--- config.mk ---
export PLATFORM = sky130hd
export DESIGN_NAME = dbgbf_debug_regs
export DESIGN_NICKNAME = d
export VERILOG_FILES = /design/src/rtl/dbgbf_debug_regs.v /design/src/rtl/dbgbf_trace_fifo.v
export VERILOG_INCLUDE_DIRS = /design/src /design/src/pkg
export SDC_FILE = /design/constraint.sdc
export NUM_CORES = 1
export LEC_CHECK = 0
export ABC_CLOCK_PERIOD_IN_PS = 3400
export BUFFER_PORTS_ARGS = -buffer_cell sky130_fd_sc_hd__buf_2
export CAP_MARGIN = 5
export CORE_UTILIZATION = 25
export CTS_CLUSTER_DIAMETER = 30
export DETAILED_ROUTE_END_ITERATION = 16
export PLACE_DENSITY = 0.47
export SLEW_MARGIN = 20
export SYNTH_ARGS = -nofsm -noshare
export SYNTH_HDL_FRONTEND = slang
export SYNTH_SLANG_ARGS = --single-unit
export TNS_END_PERCENT = 50
--- constraint.sdc ---
create_clock -name clk_in -period 3.4 [get_ports clk_in]
set_clock_uncertainty 0.05 [all_clocks]
set_input_delay 0.34 -clock clk_in [delete_from_list [all_inputs] [get_ports clk_in]]
set_output_delay 0.34 -clock clk_in [all_outputs]
set_load 0.05 [all_outputs]
--- src/pkg/dbgbf_map.vh ---
`ifndef DBGBF_MAP_VH
`define DBGBF_MAP_VH
// ****************************************
// memory map, byte addresses
// ****************************************
`define DBGBF_ADR_FORCE_RESET 16'h1800
`define DBGBF_ADR_CMP_A_HIGH 16'h1810
`define DBGBF_ADR_CMP_A_LOW 16'h1811
`define DBGBF_ADR_CMP_B_HIGH 16'h1812
`define DBGBF_ADR_CMP_B_LOW 16'h1813
`define DBGBF_ADR_FIFO_HIGH 16'h1814
`define DBGBF_ADR_FIFO_LOW 16'h1815
`define DBGBF_ADR_RUN_CTRL 16'h1816
// ****************************************
// field positions
// ****************************************
`define DBGBF_BIT_FORCE_RESET 0
`define DBGBF_BIT_RUN_FLAG 6
`define DBGBF_BIT_BKPT_ENABLE 5
`define DBGBF_BIT_FORCE_TAG 4
// ****************************************
// reset values
// ****************************************
`define DBGBF_RST_BYTE 8'h00
`define DBGBF_RST_WORD 16'h0000
`define DBGBF_RST_BG_STATUS 8'h00
// ****************************************
// background command codes
// ****************************************
`define DBGBF_CMD_READ_BYTE 3'h0
`define DBGBF_CMD_WRITE_BYTE 3'h1
`define DBGBF_CMD_READ_BREAK 3'h2
`define DBGBF_CMD_WRITE_BREAK 3'h3
`define DBGBF_CMD_READ_STATUS 3'h4
`define DBGBF_CMD_WRITE_CONTROL 3'h5
// ****************************************
// trace fifo size
// ****************************************
`define DBGBF_FIFO_DEPTH 8
`define DBGBF_FIFO_CNT_W 4
`define DBGBF_FIFO_FULL_CNT 4'h8
`endif

--- src/rtl/dbgbf_debug_regs.v ---
`timescale 1ns/1ps
`include "dbgbf_map.vh"
module dbgbf_debug_regs (
  // clock and reset
  input wire clk_in,
  input wire rst_n_in,
  // cpu memory bus, application side
  input wire [15:0] cpu_addr_in,
  input wire cpu_rd_in,
  input wire cpu_wr_in,
  input wire [7:0] cpu_wdata_in,
  output wire [7:0] cpu_rdata_out,
  // cpu fetch tracking
  input wire cpu_fetch_in,
  input wire cpu_opcode_in,
  // serial background command port
  input wire bg_cmd_valid_in,
  input wire [2:0] bg_cmd_in,
  input wire [15:0] bg_addr_in,
  input wire [15:0] bg_wdata_in,
  output wire [15:0] bg_rdata_out,
  output wire bg_ack_out,
  // trace logic side
  input wire trace_push_in,
  input wire [15:0] trace_data_in,
  input wire event_only_mode_in,
  input wire run_done_in,
  // results
  output wire [15:0] cmp_a_value_out,
  output wire [15:0] cmp_b_value_out,
  output wire run_flag_out,
  output wire fifo_full_out,
  output wire bkpt_force_req_out,
  output wire bkpt_tag_out,
  output wire mcu_reset_req_out
);
  // ****************************************
  // state
  // ****************************************
  reg [15:0] bkpt_addr_r;
  reg [7:0] bg_status_r;
  reg [7:0] cmp_a_high_r;
  reg [7:0] cmp_a_low_r;
  reg [7:0] cmp_b_high_r;
  reg [7:0] cmp_b_low_r;
  reg run_flag_r;
  reg [15:0] last_opcode_r;
  reg [7:0] cpu_rdata_r;
  reg [15:0] bg_rdata_r;
  reg bg_ack_r;
  reg force_req_r;
  reg tag_r;
  reg reset_req_r;
  wire [15:0] fifo_head;

  // ****************************************
  // decode helpers
  // ****************************************
  // byte seen at an address; reserved and unmapped bytes read zero
  function [7:0] rd_byte;
    input [15:0] adr;
    begin
      if (adr == `DBGBF_ADR_FORCE_RESET) begin
        rd_byte = `DBGBF_RST_BYTE;
      end else if (adr == `DBGBF_ADR_CMP_A_HIGH) begin
        rd_byte = cmp_a_high_r;
      end else if (adr == `DBGBF_ADR_CMP_A_LOW) begin
        rd_byte = cmp_a_low_r;
      end else if (adr == `DBGBF_ADR_CMP_B_HIGH) begin
        rd_byte = cmp_b_high_r;
      end else if (adr == `DBGBF_ADR_CMP_B_LOW) begin
        rd_byte = cmp_b_low_r;
      end else if (adr == `DBGBF_ADR_FIFO_HIGH) begin
        rd_byte = event_only_mode_in ? `DBGBF_RST_BYTE : fifo_head[15:8];
      end else if (adr == `DBGBF_ADR_FIFO_LOW) begin
        rd_byte = fifo_head[7:0];
      end else if (adr == `DBGBF_ADR_RUN_CTRL) begin
        rd_byte = {1'b0, run_flag_r, 6'h00};
      end else begin
        rd_byte = `DBGBF_RST_BYTE;
      end
    end
  endfunction

  // address belongs to a comparator value byte
  function is_cmp;
    input [15:0] adr;
    begin
      is_cmp = (adr >= `DBGBF_ADR_CMP_A_HIGH) && (adr <= `DBGBF_ADR_CMP_B_LOW);
    end
  endfunction

  // background command of the given kind present this cycle
  function bg_cmd_is;
    input [2:0] kind;
    begin
      bg_cmd_is = bg_cmd_valid_in && (bg_cmd_in == kind);
    end
  endfunction

  // ****************************************
  // access strobes
  // ****************************************
  // background memory commands act like cpu accesses, with extra reach
  wire bg_rd_byte = bg_cmd_is(`DBGBF_CMD_READ_BYTE);
  wire bg_wr_byte = bg_cmd_is(`DBGBF_CMD_WRITE_BYTE);
  wire bg_rd_bkpt = bg_cmd_is(`DBGBF_CMD_READ_BREAK);
  wire bg_wr_bkpt = bg_cmd_is(`DBGBF_CMD_WRITE_BREAK);
  wire bg_rd_stat = bg_cmd_is(`DBGBF_CMD_READ_STATUS);
  wire bg_wr_ctrl = bg_cmd_is(`DBGBF_CMD_WRITE_CONTROL);
  // status and breakpoint reads never pass through the memory map decode
  // background wins a same-cycle collision; the cpu is normally halted then
  wire wr_any = bg_wr_byte || cpu_wr_in;
  wire [15:0] wr_addr = bg_wr_byte ? bg_addr_in : cpu_addr_in;
  wire [7:0] wr_data = bg_wr_byte ? bg_wdata_in[7:0] : cpu_wdata_in;
  wire fifo_low_rd = (cpu_rd_in && (cpu_addr_in == `DBGBF_ADR_FIFO_LOW)) ||
                     (bg_rd_byte && (bg_addr_in == `DBGBF_ADR_FIFO_LOW));
  // reads while run-enabled leave the fifo in place
  wire fifo_advance = fifo_low_rd && !run_flag_r;
  wire cmp_wr_ok = wr_any && is_cmp(wr_addr) && !run_flag_r;

  // ****************************************
  // comparator value bytes
  // ****************************************
  always @(posedge clk_in) begin
    if (!rst_n_in) begin
      cmp_a_high_r <= `DBGBF_RST_BYTE;
      cmp_a_low_r <= `DBGBF_RST_BYTE;
      cmp_b_high_r <= `DBGBF_RST_BYTE;
      cmp_b_low_r <= `DBGBF_RST_BYTE;
    end else if (cmp_wr_ok) begin
      if (wr_addr == `DBGBF_ADR_CMP_A_HIGH) begin
        cmp_a_high_r <= wr_data;
      end else if (wr_addr == `DBGBF_ADR_CMP_A_LOW) begin
        cmp_a_low_r <= wr_data;
      end else if (wr_addr == `DBGBF_ADR_CMP_B_HIGH) begin
        cmp_b_high_r <= wr_data;
      end else begin
        cmp_b_low_r <= wr_data;
      end
    end
  end

  assign cmp_a_value_out = {cmp_a_high_r, cmp_a_low_r};
  assign cmp_b_value_out = {cmp_b_high_r, cmp_b_low_r};

  // ****************************************
  // run flag
  // ****************************************
  // a write sets or clears it; run completion clears it, a same-cycle set wins
  always @(posedge clk_in) begin
    if (!rst_n_in) begin
      run_flag_r <= 1'b0;
    end else if (wr_any && (wr_addr == `DBGBF_ADR_RUN_CTRL)) begin
      run_flag_r <= wr_data[`DBGBF_BIT_RUN_FLAG];
    end else if (run_done_in) begin
      run_flag_r <= 1'b0;
    end
  end
  assign run_flag_out = run_flag_r;

  // ****************************************
  // background-only registers
  // ****************************************
  // not in the memory map, so no cpu write can reach them
  always @(posedge clk_in) begin
    if (!rst_n_in) begin
      bkpt_addr_r <= `DBGBF_RST_WORD;
      bg_status_r <= `DBGBF_RST_BG_STATUS;
    end else begin
      if (bg_wr_bkpt) begin
        bkpt_addr_r <= bg_wdata_in;
      end
      if (bg_wr_ctrl) begin
        bg_status_r <= bg_wdata_in[7:0];
      end
    end
  end

  // ****************************************
  // force reset request
  // ****************************************
  // only the background write path reaches the force reset bit
  // a one-cycle pulse: the flop reloads every cycle, so it drops once the background write is gone
  always @(posedge clk_in) begin
    if (!rst_n_in) begin
      reset_req_r <= 1'b0;
    end else begin
      reset_req_r <= bg_wr_byte && (bg_addr_in == `DBGBF_ADR_FORCE_RESET) &&
                     bg_wdata_in[`DBGBF_BIT_FORCE_RESET];
    end
  end
  assign mcu_reset_req_out = reset_req_r;

  // ****************************************
  // breakpoint compare
  // ****************************************
  // force requests a break at the next boundary; tag marks this fetch only
  wire bkpt_hit = bg_status_r[`DBGBF_BIT_BKPT_ENABLE] && cpu_fetch_in &&
                  (cpu_addr_in == bkpt_addr_r);
  always @(posedge clk_in) begin
    if (!rst_n_in) begin
      force_req_r <= 1'b0;
      tag_r <= 1'b0;
    end else begin
      force_req_r <= bkpt_hit && bg_status_r[`DBGBF_BIT_FORCE_TAG];
      tag_r <= bkpt_hit && !bg_status_r[`DBGBF_BIT_FORCE_TAG] && cpu_opcode_in;
    end
  end
  assign bkpt_force_req_out = force_req_r;
  assign bkpt_tag_out = tag_r;

  // ****************************************
  // last fetched opcode address
  // ****************************************
  always @(posedge clk_in) begin
    if (!rst_n_in) begin
      last_opcode_r <= `DBGBF_RST_WORD;
    end else if (cpu_fetch_in && cpu_opcode_in) begin
      last_opcode_r <= cpu_addr_in;
    end
  end

  // ****************************************
  // trace fifo
  // ****************************************
  // every unarmed low read reloads the tail, so the count pins at full;
  // an empty fifo is never reported, stale words simply read back
  dbgbf_trace_fifo u_fifo (
    .clk_in(clk_in),
    .rst_n_in(rst_n_in),
    .push_in(trace_push_in && run_flag_r),
    .push_data_in(event_only_mode_in ? {8'h00, trace_data_in[7:0]} : trace_data_in),
    .advance_in(fifo_advance),
    .load_last_in(fifo_advance),
    .load_data_in(last_opcode_r),
    .head_out(fifo_head),
    .full_out(fifo_full_out),
    .empty_out()
  );

  // ****************************************
  // read data
  // ****************************************
  // cpu data registered one cycle after the strobe, holds until the next read
  always @(posedge clk_in) begin
    if (!rst_n_in) begin
      cpu_rdata_r <= `DBGBF_RST_BYTE;
    end else if (cpu_rd_in) begin
      cpu_rdata_r <= rd_byte(cpu_addr_in);
    end
  end

  // every command gets one acknowledge pulse, reads and writes alike
  always @(posedge clk_in) begin
    if (!rst_n_in) begin
      bg_ack_r <= 1'b0;
    end else begin
      bg_ack_r <= bg_cmd_valid_in;
    end
  end

  // host data stands until the next read command; write commands leave it
  always @(posedge clk_in) begin
    if (!rst_n_in) begin
      bg_rdata_r <= `DBGBF_RST_WORD;
    end else if (bg_rd_byte) begin
      bg_rdata_r <= {8'h00, rd_byte(bg_addr_in)};
    end else if (bg_rd_bkpt) begin
      bg_rdata_r <= bkpt_addr_r;
    end else if (bg_rd_stat) begin
      bg_rdata_r <= {8'h00, bg_status_r};
    end
  end
  assign cpu_rdata_out = cpu_rdata_r;
  assign bg_rdata_out = bg_rdata_r;
  assign bg_ack_out = bg_ack_r;
endmodule // dbgbf_debug_regs

--- src/rtl/dbgbf_trace_fifo.v ---
`timescale 1ns/1ps
`include "dbgbf_map.vh"
module dbgbf_trace_fifo (
  // clock and reset
  input wire clk_in,
  input wire rst_n_in,
  // fill side
  input wire push_in,
  input wire [15:0] push_data_in,
  // drain side
  input wire advance_in,
  input wire load_last_in,
  input wire [15:0] load_data_in,
  // state
  output wire [15:0] head_out,
  output wire full_out,
  output wire empty_out
);
  // ****************************************
  // storage
  // ****************************************
  reg [15:0] word_r [0:`DBGBF_FIFO_DEPTH-1];
  reg [`DBGBF_FIFO_CNT_W-1:0] count_r;
  integer i;

  assign head_out = word_r[0];
  assign full_out = (count_r == `DBGBF_FIFO_FULL_CNT);
  assign empty_out = (count_r == {`DBGBF_FIFO_CNT_W{1'b0}});

  // shift toward the head on advance; the tail slot takes the profiling word
  always @(posedge clk_in) begin
    if (!rst_n_in) begin
      count_r <= {`DBGBF_FIFO_CNT_W{1'b0}};
      for (i = 0; i < `DBGBF_FIFO_DEPTH; i = i + 1) begin
        word_r[i] <= `DBGBF_RST_WORD;
      end
    end else if (advance_in) begin
      for (i = 0; i < `DBGBF_FIFO_DEPTH - 1; i = i + 1) begin
        word_r[i] <= word_r[i+1];
      end
      word_r[`DBGBF_FIFO_DEPTH-1] <= load_last_in ? load_data_in : `DBGBF_RST_WORD;
      // a profiling load refills the tail, so seven reads later it reaches the head
      if (load_last_in) begin
        count_r <= `DBGBF_FIFO_FULL_CNT;
      end else if (!empty_out) begin
        count_r <= count_r - 1'b1;
      end
    end else if (push_in && !full_out) begin
      word_r[count_r[2:0]] <= push_data_in;
      count_r <= count_r + 1'b1;
    end
  end
endmodule // dbgbf_trace_fifo

Yosys cells after proc, flatten, opt, wreduce, memory -nomap -nowiden
Memory sizes are Yosys's and may differ from the RTL's.
Cells that the tools add are included.
{"block": "totals", "word_cells": 147, "output_inout_bits": 62, "mem_count": 1, "mem_bits_rw": 128, "regBits": 105, "input_bits": 85}
{"name": "u_fifo.word_r", "words": 8, "word_bits": 16, "rd": 8, "rd_ports_with_merged_regs": 0, "wr": 8, "line_no": "dbgbf_trace_fifo.v:22", "rtl": "reg [15:0] word_r [0:`DBGBF_FIFO_DEPTH-1];"}
{"block": "op_classes", "n_eq_ne": 27, "n_reduce_logical": 40, "bitwise_logic": 12, "mux": 47, "n_addsub": 1, "n_lt_le_gt_ge": 2}
{"operator": "equality test 16 x 13 -> 1 bit (second input constant)", "count": 20}
{"operator": "two-way mux 16 bit", "count": 14}
{"operator": "two-way mux 8 bit", "count": 17}
{"operator": "logical AND 1 bit", "count": 23}
{"operator": "equality test 16 bit", "count": 1}
{"operator": "greater-or-equal comparator 16 x 13 -> 1 bit (second input constant)", "count": 1}
{"operator": "<= comparator 16 x 13 -> 1 bit (second input constant)", "count": 1}
{"operator": "OR reduction 16 bit", "count": 1}
{"operator": "two-way mux 7 bit", "count": 2}
{"operator": "two-way mux 1 bit", "count": 11}
{"operator": "two-way mux 4 bit", "count": 2}
{"operator": "OR 1 bit", "count": 8}
{"operator": "AND reduction 4 bit", "count": 2}
{"operator": "equality test 3 x 2 -> 1 bit (second input constant)", "count": 2}
{"operator": "equality test 3 bit (second input constant)", "count": 2}
{"operator": "nonzero test 2 bit", "count": 3}
{"operator": "adder 4 x 1 -> 4 bit (second input constant)", "count": 1}
{"operator": "equality test 4 bit (second input constant)", "count": 1}
{"operator": "inverter 1 bit", "count": 4}
{"operator": "OR reduction 2 bit", "count": 2}
{"operator": "equality test 3 x 1 -> 1 bit (second input constant)", "count": 1}
{"operator": "zero test 1 bit", "count": 3}
{"operator": "zero test 3 bit", "count": 1}
{"operator": "two-way mux 3 bit", "count": 1}
{"operator": "4 further kinds", "count": 5}

Depth between registers and ports, before layout
Gate-level depths: netlist of the first run.
{"block": "depth", "depth_word": 10, "ltp_mapped": 10, "depth_no_buf": 7}

Modules after synthesis
Synthesis of the first run repeated with hierarchy kept, for this count alone.
{"block": "unflattened", "hier_cells": 1163, "area_unflattened_um2": 11701.2}
{"mod": "dbgbf_trace_fifo", "cells_per_inst": 440, "seq_area_each_um2": 3923.8, "area_each_um2": 5949.5, "n_inst": 1}
{"mod": "dbgbf_debug_regs", "cells_per_inst": 723, "seq_area_each_um2": 2021.9, "area_each_um2": 5751.8, "n_inst": 1}

Worst setup path before layout of the first run
Ideal clock, no wire load.
{"block": "synth_timing", "path_type": "input port to flip-flop", "from": "input cpu_addr_in[15]", "to": "memory u_fifo.word_r[2][0], enable pin", "setup_time_ns": 0.375, "required_time_ns": 2.975, "path_stages": 7, "n_path_buf": 2, "arrival_ns": 2.374, "slack_ns": 0.601, "path_cell_list": "or4_4 -> nor4_4 -> a2bb2oi_2 -> or2_1 -> clkbuf_1 -> buf_2 -> nand3_1"}
{"element": "from (decl)", "line_no": "dbgbf_debug_regs.v:8", "rtl": "input wire [15:0] cpu_addr_in,"}
{"element": "to (decl)", "line_no": "dbgbf_trace_fifo.v:22"}

==> summary.md, run 1 <==
| Metric | Value |
|---|---|
| Status | `completed` |
| CP delay by family, top | `simple AND/OR/NAND/NOR gates` |
| CTS tree | `done` |
| Worst Hold Class | `input pin to flop` |
| Layout cells sized above 1 | `0.226` |
| Final hold viol count | `0` |
| Final setup margin | `0.493 ns` |
| Placer Congestion | `0.871` |
| Async SR Flop Fraction | `0` |
| Sw Share | `0.225` |
| Mapped Avg Cell Area | `10.2 µm²` |
| DR pass1 iterations | `7` |
| Ys Warns | `0` |
| Synthesized area | `11300 µm²` |
| Post-synth top area share | `0.341` |
| Synth area leader | `edfxtp_1` |
| First-pass GRT wire length | `60700 µm` |
| Worst-path cell chain | `dlygate4sd3_1 -> buf_2 -> or4_4 -> nor4_4 -> a2bb2oi_2 -> or2_1 -> nand3_1 -> buf_4` |
| Cells after Synth | `1110` |
| Post-DP HPWL | `29700 µm` |
| Comb power frac | `0.052` |
| Placed cell areas | `12800 µm²` |
| Core area | `44300 µm²` |
| Synth area leaders | `edfxtp_1 (34%), dfxtp_1 (19%), nand2_1 (7.3%)` |
| Via-to-Cell Ratio | `4.98` |
| Final cycle utilization of the critical path | `0.855` |
| CP max-delay cell | `or4_4` |
| Reg clk slew, reported paths | `0.05 ns` |
| Required @ worst endpoint | `3.59 ns` |
| Worst-path maximum fanout | `18` |
| Post-route cell area | `15100 µm²` |
| Net Count, Synth | `1197` |
| Dpl ws | `0.480 ns` |
| Worst Path Arrival | `3.10 ns` |
| Worst hold slack | `0.0217 ns` |
| Per-cell routed wire length | `20.9 µm` |
| DR DRC count | `0` |
| RSZ-0062 raised after global routing | `no` |
| Tmin final | `2.91 ns` |
| Vias in the first global route | `9510` |
| Root buf cell | `clkbuf_16` |
| Buffer and inverter count on the worst path | `3` |
| CP max stage delay | `0.60 ns` |
| Total Nets Final | `1397` |
| Initial Util | `0.254` |
| FMAX | `0.344 GHz` |
| Sequential power share | `0.330` |
| Max IR drop VDD | `0.353 mV` |
| Detailed Route WL | `40800 µm` |
| Remaining Overflow, GRT | `0` |
| Relative slew slack | `0.290` |
| Lkg Pwr | `5.58 nW` |
| Internal power | `7.24 mW` |
| Sequential Area | `5950 µm²` |
| Max Slew Vio Count | `0` |
| Crit path kind | `input pin to flop` |
| Total Routing Usage GR | `0.174` |
| Placed insts | `1817` |
| Seq cells post-synth | `233` |
| Clock Path Buffers | `3` |
| Critical path capture point type | `flop` |
| Clk_lat worst skew | `0.58 ns` |
| Die ar. | `45900 µm²` |
| Initial DRC count | `778` |
| Register-to-Register Setup Slack | `0.89 ns` |
| Pin count of the biggest net entering global routing | `81` |
| Cell Rows | `77` |
| Fillcell total | `4547` |
| PD cells | `619 nW/µm²` |
| Vias | `9712` |
| Setup TNS | `0 ns` |
| Clk pwr share | `0.617` |
| Initial antenna violation count | `1` |
| Final Non-Filler Cells | `1951` |
| Num CTS Buffers | `58` |
| Netlist cell types | `73` |
| DRT antenna net count | `0` |
| Sequential area share after synthesis | `0.527` |
| Post-synth EDFFs | `128` |
| P&R area growth vs syn | `33.8%` |
| Max-cap check violation count | `0` |
| Die W | `214 µm` |
| Critical path startpoint category | `input pin` |
| CTS H-tree lvls | `2` |
| Die H | `214 µm` |
| Area of the multi-input gates | `4940 µm²` |
| Synth Flop Type | `edfxtp_1` |
| PortBufs | `146` |
| Clock sink count | `233` |
| # setup viols final | `0` |
| Top Ports | `147` |
| Switching pwr | `2.10 mW` |
| Worst-Margin Slew | `1.04 ns` |
==> worst min-delay path, stage by stage <==
cell and delay (ns):
buf_2 0.13, nand2_1 0.06, a21oi_1 0.06
==> Yosys cell counts, types with 9 or more instances <==
master and n:
o21ai_0 28, xnor2_1 15, a22o_1 50, nor2b_1 35
a21oi_1 61, a22oi_1 9, nand4_1 11, nand3_1 41
inv_1 17, nand2b_1 20, clkbuf_1 51, buf_1 12
o2bb2ai_1 21, nor2_1 34, dfxtp_1 105, edfxtp_1 128
a32o_1 19, o22ai_1 41, nand2_1 218, mux2i_1 50
nor3_1 14
==> sequential cells by signal (all words and copies together) (netlist names), 8 cells and up <==
signal,cells
u_fifo.word_r,128
cmp_a_high_r,8
last_opcode_r,16
bg_rdata_out,16
cpu_rdata_out,8
cmp_b_high_r,8
cmp_b_low_r,8
bkpt_addr_r,16
bg_status_r,8
cmp_a_low_r,8
==> power by group through the flow <==
stage               combinational, mW  clock [mW]  sequential, mW
global route                    0.525        6.00            3.09
CTS                             0.490        5.84            3.09
global placement                0.466           0            3.14
floorplan                       0.224           0            3.14
finish                          0.488        5.77            3.09
detailed placement              0.466           0            3.14
==> area by class of cell <==
type,count,share of cell area
clock inverter,38,0.0322
timing repair buffer,215,0.0879
clock buffer,70,0.105
antenna,1,0.000166
multi-input combinational,784,0.327
inverter,18,0.00448
sequential,233,0.394
tap,592,0.0491
==> logic make-up (layout without fill, tap and decap cells) <==
group | count (synthesis) | after routing | synth area share
AO/OA/AOI/OAI | 287 | 287 | 0.185
adder cells (fa/ha/maj) | 2 | 2 | 0.00222
buffers and inverters | 93 | 341 | 0.0370
flip-flops | 233 | 233 | 0.527
AND/OR/NAND/NOR | 425 | 425 | 0.188
multiplexers | 50 | 50 | 0.0444
XOR/XNOR | 20 | 20 | 0.0155
other | 0 | 1 | 0
==> per-stage QoR <==
| step | util | power [mW] |
|---|---|---|
| finish | 0.340 | 9.34 |
| CTS | 0.340 | 9.42 |
| detailed placement | 0.288 | 3.60 |
| floorplan | - | 3.37 |
| global route | 0.340 | 9.61 |
| global placement | 0.288 | 3.60 |
==> layer usage <==
metal  global-route usage  routed length [µm]  share of wire
met1                0.240               18800           0.46
met2                0.273               18900           0.46
met3               0.0311                2100          0.052
met4               0.0574                 969          0.024
met5                    0                   0              0
==> worst paths after layout <==
kind	startpoint	endpoint	cells after the start
max reg2reg	run_flag_out	u_fifo.word_r[7][0]	5
min	cpu_addr_in[14]	last_opcode_r[14]	3
max	cpu_addr_in[15]	u_fifo.word_r[3][3]	8
min reg2reg	bg_status_r[3]	bg_status_r[3]	2
==> cell usage in the layout, fill, tap and decap left out, types with 5 or more instances in the layout <==
master,count
o22ai_1,41
a32o_1,19
a22o_1,50
nand2_1,218
nor2b_1,35
edfxtp_1,128
clkinv_2,11
clkbuf_16,60
nand4_1,11
o31ai_1,5
inv_1,16
nor3_1,14
o21ai_0,28
clkinv_1,7
clkbuf_1,6
a22oi_1,9
a2111oi_0,6
o2bb2ai_1,21
a21oi_1,61
buf_2,145
dlygate4sd3_1,25
xnor2_1,15
xor2_1,5
nor4_1,8
bufinv_16,10
buf_4,44
mux2i_1,50
and2_1,6
dfxtp_1,105
nor2_1,34
nand2b_1,20
nand3_1,41
==> repair_timing <==
item,in CTS,in global routing
gates resized for setup,0,0
endpoints found under the hold margin,33,0
hold buffers,25,0
setup buffers,0,0
Power figures use the tool's default switching activity.
==> inputs of run 2 (changes only) <==
Settings changed: CORE_UTILIZATION 25 to 46, PLACE_DENSITY 0.47 to 0.72.
==> run 2 against run 1 <==
- non-clock buffer count is 23 lower
- design area is 6.6% lower
- worst setup slack better by 0.57 ns
- combinational power is 7.8% lower
- global-route usage is 9.9 points higher
- register-to-register slack better by 0.28 ns
- worst hold slack worse by 0.012 ns
- die area is 45% lower
- largest cell class unchanged
- largest power group unchanged
==> summary.md, run 2 (synthesis results as in run 1) <==
| Metric | Value |
|---|---|
| CTS H-tree lvls | `2 (unchanged)` |
| Num CTS Buffers | `48 (was 58)` |
| Reg2reg end | `u_fifo.word_r[2][5] (was u_fifo.word_r[7][0])` |
| Core area | `23800 µm² (was 44300 µm²)` |
| Initial Util | `0.475 (was 0.254)` |
| DRT antenna net count | `0 (unchanged)` |
| Die W | `159 µm (was 214 µm)` |
| Required @ worst endpoint | `3.59 ns (about the same)` |
| Remaining Overflow, GRT | `0 (unchanged)` |
| Setup TNS | `0 ns (unchanged)` |
| Relative slew slack | `0.393 (was 0.290)` |
| DR DRC count | `0 (unchanged)` |
| Total Routing Usage GR | `0.273 (was 0.174)` |
| Layout cells sized above 1 | `0.222 (was 0.226)` |
| PD cells | `581 nW/µm² (was 619 nW/µm²)` |
| Worst Hold Class | `input pin to flop (unchanged)` |
| Vias in the first global route | `9302 (was 9510)` |
| Internal power | `6.20 mW (was 7.24 mW)` |
| RSZ-0062 raised after global routing | `no (unchanged)` |
| P&R area growth vs syn | `25.0% (was 33.8%)` |
| Placed insts | `1540 (was 1817)` |
| # setup viols final | `0 (unchanged)` |
| Critical path origin | `cpu_addr_in[15] (unchanged)` |
| Comb power frac | `0.055 (was 0.052)` |
| Clock Path Buffers | `3 (unchanged)` |
| Post-DP HPWL | `24200 µm (was 29700 µm)` |
| Top Ports | `147 (unchanged)` |
| Reg clk slew, reported paths | `0.05 ns (about the same)` |
| Dpl ws | `0.556 ns (was 0.480 ns)` |
| Commonest non-fill, non-tap cell in the layout | `nand2_1 (unchanged)` |
| Final hold viol count | `0 (unchanged)` |
| Worst-path cell chain | `buf_2 -> or4_4 -> nor4_4 -> a2bb2oi_2 -> or2_1 -> nand3_1 -> buf_4 (was dlygate4sd3_1 -> buf_2 -> or4_4 -> nor4_4 -> a2bb2oi_2 -> or2_1 -> nand3_1 -> buf_4)` |
| Max Slew Vio Count | `0 (unchanged)` |
| Cell Rows | `56 (was 77)` |
| Initial DRC count | `985 (was 778)` |
| Final setup margin | `1.06 ns (was 0.493 ns)` |
| CTS tree | `done (unchanged)` |
| Lkg Pwr | `5.26 nW (was 5.58 nW)` |
| Crit path kind | `input pin to flop (unchanged)` |
| Placed cell areas | `12400 µm² (was 12800 µm²)` |
| Tmin final | `2.34 ns (was 2.91 ns)` |
| Initial antenna violation count | `0 (was 1)` |
| CP max-delay cell | `or4_4 (unchanged)` |
| R2R cell count | `9 (was 5)` |
| ANT cells | `0 (was 1)` |
| Max IR drop VDD | `0.465 mV (was 0.353 mV)` |
| Via-to-Cell Ratio | `6.01 (was 4.98)` |
| Clk_lat worst skew | `0.54 ns (was 0.58 ns)` |
| Critical path capture point type | `flop (unchanged)` |
| Max-cap check violation count | `0 (unchanged)` |
| Clock sink count | `233 (unchanged)` |
| Critical path startpoint category | `input pin (unchanged)` |
| Total Nets Final | `1364 (was 1397)` |
| PortBufs | `146 (unchanged)` |
| Most frequent cells in the layout | `nand2_1 (218), buf_2 (145), edfxtp_1 (128) (unchanged)` |
| Clk pwr share | `0.569 (was 0.617)` |
| Final Non-Filler Cells | `1636 (was 1951)` |
| Pin count of the biggest net entering global routing | `81 (unchanged)` |
| Root buf cell | `clkbuf_16 (unchanged)` |
| DR pass1 iterations | `5 (was 7)` |
| First-pass GRT wire length | `52000 µm (was 60700 µm)` |
| Max FFs per register | `128 (unchanged)` |
| Worst Path Arrival | `2.53 ns (was 3.10 ns)` |
| Detailed Route WL | `33900 µm (was 40800 µm)` |
| Final cycle utilization of the critical path | `0.688 (was 0.855)` |
| Register-to-Register Setup Slack | `1.17 ns (was 0.89 ns)` |
| CP max stage delay | `0.58 ns (was 0.60 ns)` |
| RR Startpoint | `u_fifo.count_r[0] (was run_flag_out)` |
| Switching pwr | `1.99 mW (was 2.10 mW)` |
| Vias | `9833 (was 9712)` |
| Worst-path maximum fanout | `18 (unchanged)` |
| Tot Pwr | `8.19 mW (was 9.34 mW)` |
| Post-route cell area | `14100 µm² (was 15100 µm²)` |
| Die H | `159 µm (was 214 µm)` |
| Per-cell routed wire length | `20.7 µm (was 20.9 µm)` |
| Placer Congestion | `0.916 (was 0.871)` |
| Sequential power share | `0.376 (was 0.330)` |
| Final core occ | `0.593 (was 0.340)` |
| Status | `completed (unchanged)` |
| Worst hold slack | `0.00923 ns (was 0.0217 ns)` |
| Worst-Margin Slew | `0.908 ns (was 1.04 ns)` |
| Post-CTS setup buffers | `0 (unchanged)` |
| CP endpoint | `u_fifo.word_r[2][5] (was u_fifo.word_r[3][3])` |
| FMAX | `0.428 GHz (was 0.344 GHz)` |
| Largest Register | `u_fifo.word_r (unchanged)` |
| Die ar. | `25100 µm² (was 45900 µm²)` |
| Sw Share | `0.243 (was 0.225)` |
-- run 2: repair_timing --
item,4_1_cts,5_1_grt
hold buffers,6,0
endpoints found under the hold margin,6,0
setup endpoints to repair,0,0
gates resized for setup,0,0
-- run 2: power by group through the flow --
| stage | logic, mW | clock network [mW] | registers [mW] |
|---|---|---|---|
| 6_report | 0.450 | 4.66 | 3.08 |
| 3_5_place_dp | 0.433 | 0 | 3.14 |
| 4_1_cts | 0.441 | 4.68 | 3.08 |
| 3_3_place_gp | 0.428 | 0 | 3.14 |
| 5_1_grt | 0.481 | 4.84 | 3.09 |
| 2_1_floorplan | 0.224 | 0 | 3.14 |
-- run 2: per-layer routing --
layer  global-route usage  vias up  share of wire
met4               0.0769        0          0.020
li1                     -     4515              -
met3               0.0376       54          0.087
met2                0.439      496           0.47
met1                0.384     4768           0.42
met5                    0        -              0
-- run 2: final cells by class --
type	instances	area, µm²
clock inverter	36	383
clock buffer	54	1250
fill	2000	9660
multi-input combinational	784	4940
tap	319	399
inverter	18	67.6
sequential	233	5950
timing repair buffer	192	1110
-- run 2: worst min-delay path by stage --
stage	from	end	cells after the start
2_1_floorplan	bg_status_r[0]	bg_status_r[0]	2
3_3_place_gp	bg_status_r[0]	bg_status_r[0]	2
3_5_place_dp	bg_status_r[2]	bg_status_r[2]	2
4_1_cts	bg_wdata_in[12]	bkpt_addr_r[12]	3
5_1_grt	bg_wdata_in[9]	bkpt_addr_r[9]	3
6_report	bg_wdata_in[9]	bkpt_addr_r[9]	3
-- run 2: critical path, delay by kind of cell --
kind                   cells  cell delay, ns
and+or+nand+nor            4            1.72
buffers and inverters      2            0.32
AOI/OAI and AO/OA          1            0.14
==> inputs of run 3 (changes only) <==
Settings changed: ABC_AREA set to 1, ABC_CLOCK_PERIOD_IN_PS 3400 to 2300.
Clock period 3.4 ns to 2.3 ns, I/O delays scaled along.
==> run 3 against run 2 <==
- sequential share of layout area fell by 1.7 points
- global-route usage fell by 1.5 points
- design area rose by 4.3%
- utilization rose by 1.3 points
- worst hold slack improved by 0.022 ns
- synthesized cell count rose by 25%
- highest routed layer is now met5
==> summary.md, run 3 <==
| Metric | Value |
|---|---|
| Worst-Margin Slew | `0.819 ns (was 0.908 ns)` |
| CTS H-tree lvls | `2 (unchanged)` |
| Commonest non-fill, non-tap cell in the layout | `inv_1 (was nand2_1)` |
| Via-to-Cell Ratio | `5.49 (was 6.01)` |
| Pin count of the biggest net entering global routing | `95 (was 81)` |
| Clock Path Buffers | `3 (unchanged)` |
| Layout cells sized above 1 | `0.202 (was 0.222)` |
| # setup viols final | `0 (unchanged)` |
| Final setup margin | `0.151 ns (was 1.06 ns)` |
| Sequential area share after synthesis | `0.523 (was 0.527)` |
| Ys Warns | `0 (unchanged)` |
| Post-synth top area share | `0.338 (was 0.341)` |
| Largest Register | `u_fifo.word_r (unchanged)` |
| CTS tree | `done (unchanged)` |
| Netlist cell types | `38 (was 73)` |
| Most frequent cells in the layout | `inv_1 (182), nand3_1 (173), o21ai_0 (170) (was nand2_1 (218), buf_2 (145), edfxtp_1 (128))` |
| GR Layer Usage met1 | `0.349 (was 0.384)` |
| Synth Flop Type | `edfxtp_1 (unchanged)` |
| Root buf cell | `clkbuf_16 (unchanged)` |
| Clock sink count | `233 (unchanged)` |
| Critical path capture point type | `flop (unchanged)` |
| Tot Pwr | `12.3 mW (was 8.19 mW)` |
| Met2 Track Usage GR | `0.419 (was 0.439)` |
| Lkg Pwr | `6.12 nW (was 5.26 nW)` |
| Count leader, synth | `inv_1 (was nand2_1)` |
| Remaining Overflow, GRT | `0 (unchanged)` |
| Critical path startpoint category | `flop (was input pin)` |
| Placed cell areas | `12800 µm² (was 12400 µm²)` |
| Top Ports | `147 (unchanged)` |
| RSZ-0062 raised after global routing | `no (unchanged)` |
| Cells after Synth | `1389 (was 1110)` |
| Async SR Flop Fraction | `0 (unchanged)` |
| Buffer and inverter count on the worst path | `4 (was 2)` |
| Post-route cell area | `14700 µm² (was 14100 µm²)` |
| Worst Hold Class | `input pin to flop (unchanged)` |
| CP max stage delay | `0.32 ns (was 0.58 ns)` |
| Synth top cells by count | `inv_1 (182), nand3_1 (175), o21ai_0 (170), nand2_1 (163), nor2_1 (129) (was nand2_1 (218), edfxtp_1 (128), dfxtp_1 (105), a21oi_1 (61), clkbuf_1 (51))` |
| Detailed Route WL | `33200 µm (was 33900 µm)` |
| CP max-delay cell | `dfxtp_1 (was or4_4)` |
| DRT antenna net count | `0 (unchanged)` |
| First-pass GRT wire length | `52200 µm (was 52000 µm)` |
| Clk_lat worst skew | `0.54 ns (about the same)` |
| Vias in the first global route | `9955 (was 9302)` |
| Synth area leaders | `edfxtp_1 (34%), dfxtp_1 (19%), nand3_1 (7.7%) (was edfxtp_1 (34%), dfxtp_1 (19%), nand2_1 (7.3%))` |
| CP delay by family, top | `simple AND/OR/NAND/NOR gates (unchanged)` |
| Mapped Avg Cell Area | `8.18 µm² (was 10.2 µm²)` |
| Post-DP HPWL | `24000 µm (was 24200 µm)` |
| Die ar. | `25300 µm² (was 25100 µm²)` |
| Per-cell routed wire length | `16.9 µm (was 20.7 µm)` |
| Final cycle utilization of the critical path | `0.934` |
| Vias | `10757 (was 9833)` |
| DR pass1 iterations | `6 (was 5)` |
| Final hold viol count | `0 (unchanged)` |
| Total Routing Usage GR | `0.258 (was 0.273)` |
| Initial Util | `0.469 (was 0.475)` |
| P&R area growth vs syn | `29.4% (was 25.0%)` |
| Max FFs per register | `128 (unchanged)` |
| Placer Congestion | `0.942 (was 0.916)` |
| Seq cells post-synth | `233 (unchanged)` |
| PD cells | `839 nW/µm² (was 581 nW/µm²)` |
| Worst-path cell chain | `inv_1 -> ha_1 -> nand3_1 -> nand3_1 -> nor2_4 -> inv_1 -> nor4_1 -> inv_1 -> buf_12 -> o21ai_0 (was buf_2 -> or4_4 -> nor4_4 -> a2bb2oi_2 -> or2_1 -> nand3_1 -> buf_4)` |
| Cell Rows | `57 (was 56)` |
| Max-cap check violation count | `0 (unchanged)` |
| Max Slew Vio Count | `0 (unchanged)` |
| Dpl ws | `-0.149 ns (was 0.556 ns)` |
| Worst-path maximum fanout | `16 (was 18)` |
| Status | `completed (unchanged)` |
| Total Nets Final | `1688 (was 1364)` |
| ANT cells | `0 (unchanged)` |
| Tmin final | `2.15 ns` |
| Initial DRC count | `1080 (was 985)` |
| Crit path kind | `flop to flop (was input pin to flop)` |
| DR DRC count | `0 (unchanged)` |
| Die H | `159 µm (about the same)` |
| Die W | `159 µm (about the same)` |
| Most frequent CP cell | `inv_1` |
| PortBufs | `146 (unchanged)` |
| Num CTS Buffers | `46 (was 48)` |
| GR peak layer | `met2 (unchanged)` |
| Synthesized area | `11400 µm² (was 11300 µm²)` |
| Post-synth EDFFs | `128 (unchanged)` |
| Required @ worst endpoint | `2.57 ns (was 3.59 ns)` |
| Reg clk slew, reported paths | `0.05 ns (about the same)` |
| FMAX | `0.465 GHz` |
| Worst Path Arrival | `2.42 ns (was 2.53 ns)` |
| CTS resizes | `0 (unchanged)` |
| Fillcell total | `2088 (was 2000)` |
| Met3 Use GR | `0.0552 (was 0.0376)` |
| Initial antenna violation count | `1 (was 0)` |
| Core area | `24200 µm² (was 23800 µm²)` |
| Relative slew slack | `0.452 (was 0.393)` |
| Worst hold slack | `0.0308 ns (was 0.00923 ns)` |
| Max IR drop VDD | `0.577 mV (was 0.465 mV)` |
| Synth area leader | `edfxtp_1 (unchanged)` |
| Net Count, Synth | `1476 (was 1197)` |
## run 3: cell count changes after synthesis, moves of 20 or more
cell / previous run / this run
nand3_1: 41 / 175
o2bb2ai_1: 21 / 0
mux2i_1: 50 / 0
nand4_1: 11 / 34
nor2b_1: 35 / 0
o21ai_1: 0 / 33
o21ai_0: 28 / 170
nor2_1: 34 / 129
inv_1: 17 / 182
nand2b_1: 20 / 0
nand2_1: 218 / 163
a21oi_1: 61 / 86
a22o_1: 50 / 0
## run 3: report_power, final
group          switching [mW]  internal (mW)
clock network            2.24           4.82
logic                   0.473          0.227
registers              0.0501           4.52
total                    2.77           9.57
## run 3: per-stage QoR
stage,util,instances,setup TNS (ns)
global placement,0.528,1854,-5.56
finish,0.606,1961,0
global route,0.606,1961,0
floorplan,-,1389,0
detailed placement,0.528,1854,-8.42
CTS,0.606,1961,0
## run 3: final cells by class
class                           count  area, µm²  share of cell area
Sequential cell                   233       5950               0.405
Timing Repair Buffer              233       1520               0.103
Multi-Input combinational cell    899       4460               0.304
Clock inverter                     26        392              0.0266
Inverter                          188        707              0.0481
Clock buffer                       58       1270              0.0862
Tap cell                          324        405              0.0276
## run 3: cell families (layout without fill, tap and decap cells)
group,Yosys count,after routing,share of synthesized area
AND/OR/NAND/NOR,543,543,0.219
AO/OA/AOI/OAI,350,350,0.164
buffers and inverters,257,505,0.0884
flip-flops,233,233,0.523
XOR/XNOR,4,4,0.00308
adder cells (fa/ha/maj),2,2,0.00220
## run 3: worst reg2reg max path, cell delays in order (launching register included)
cell     delay (ns)
dfxtp_1        0.32
inv_1          0.07
ha_1           0.18
nand3_1        0.11
nand3_1        0.15
nor2_4         0.12
inv_1          0.06
nor4_1         0.24
inv_1          0.19
buf_12         0.19
o21ai_0        0.26
## run 3: repair_timing
item / 4_1_cts / 5_1_grt
hold buffers: 23 / 0
hold endpoints to repair: 27 / 0
buffers inserted: 0 / 0
## run 3: worst paths after layout
path,start,cells after the start,slack [ns],end
setup / recovery,u_fifo.count_r[1],10,0.15,u_fifo.word_r[0][10]
hold / removal,cpu_addr_in[15],4,0.03,last_opcode_r[15]
setup reg to reg,u_fifo.count_r[1],10,0.15,u_fifo.word_r[0][10]
hold reg to reg,bg_status_r[3],2,0.40,bg_status_r[3]
## run 3: routing by layer
metal	routed length, µm	share of wire	vias up
li1	-	-	5206
met1	14100	0.42	5008
met2	15500	0.47	478
met3	2950	0.089	63
met4	704	0.021	2
met5	10	0.00030	-
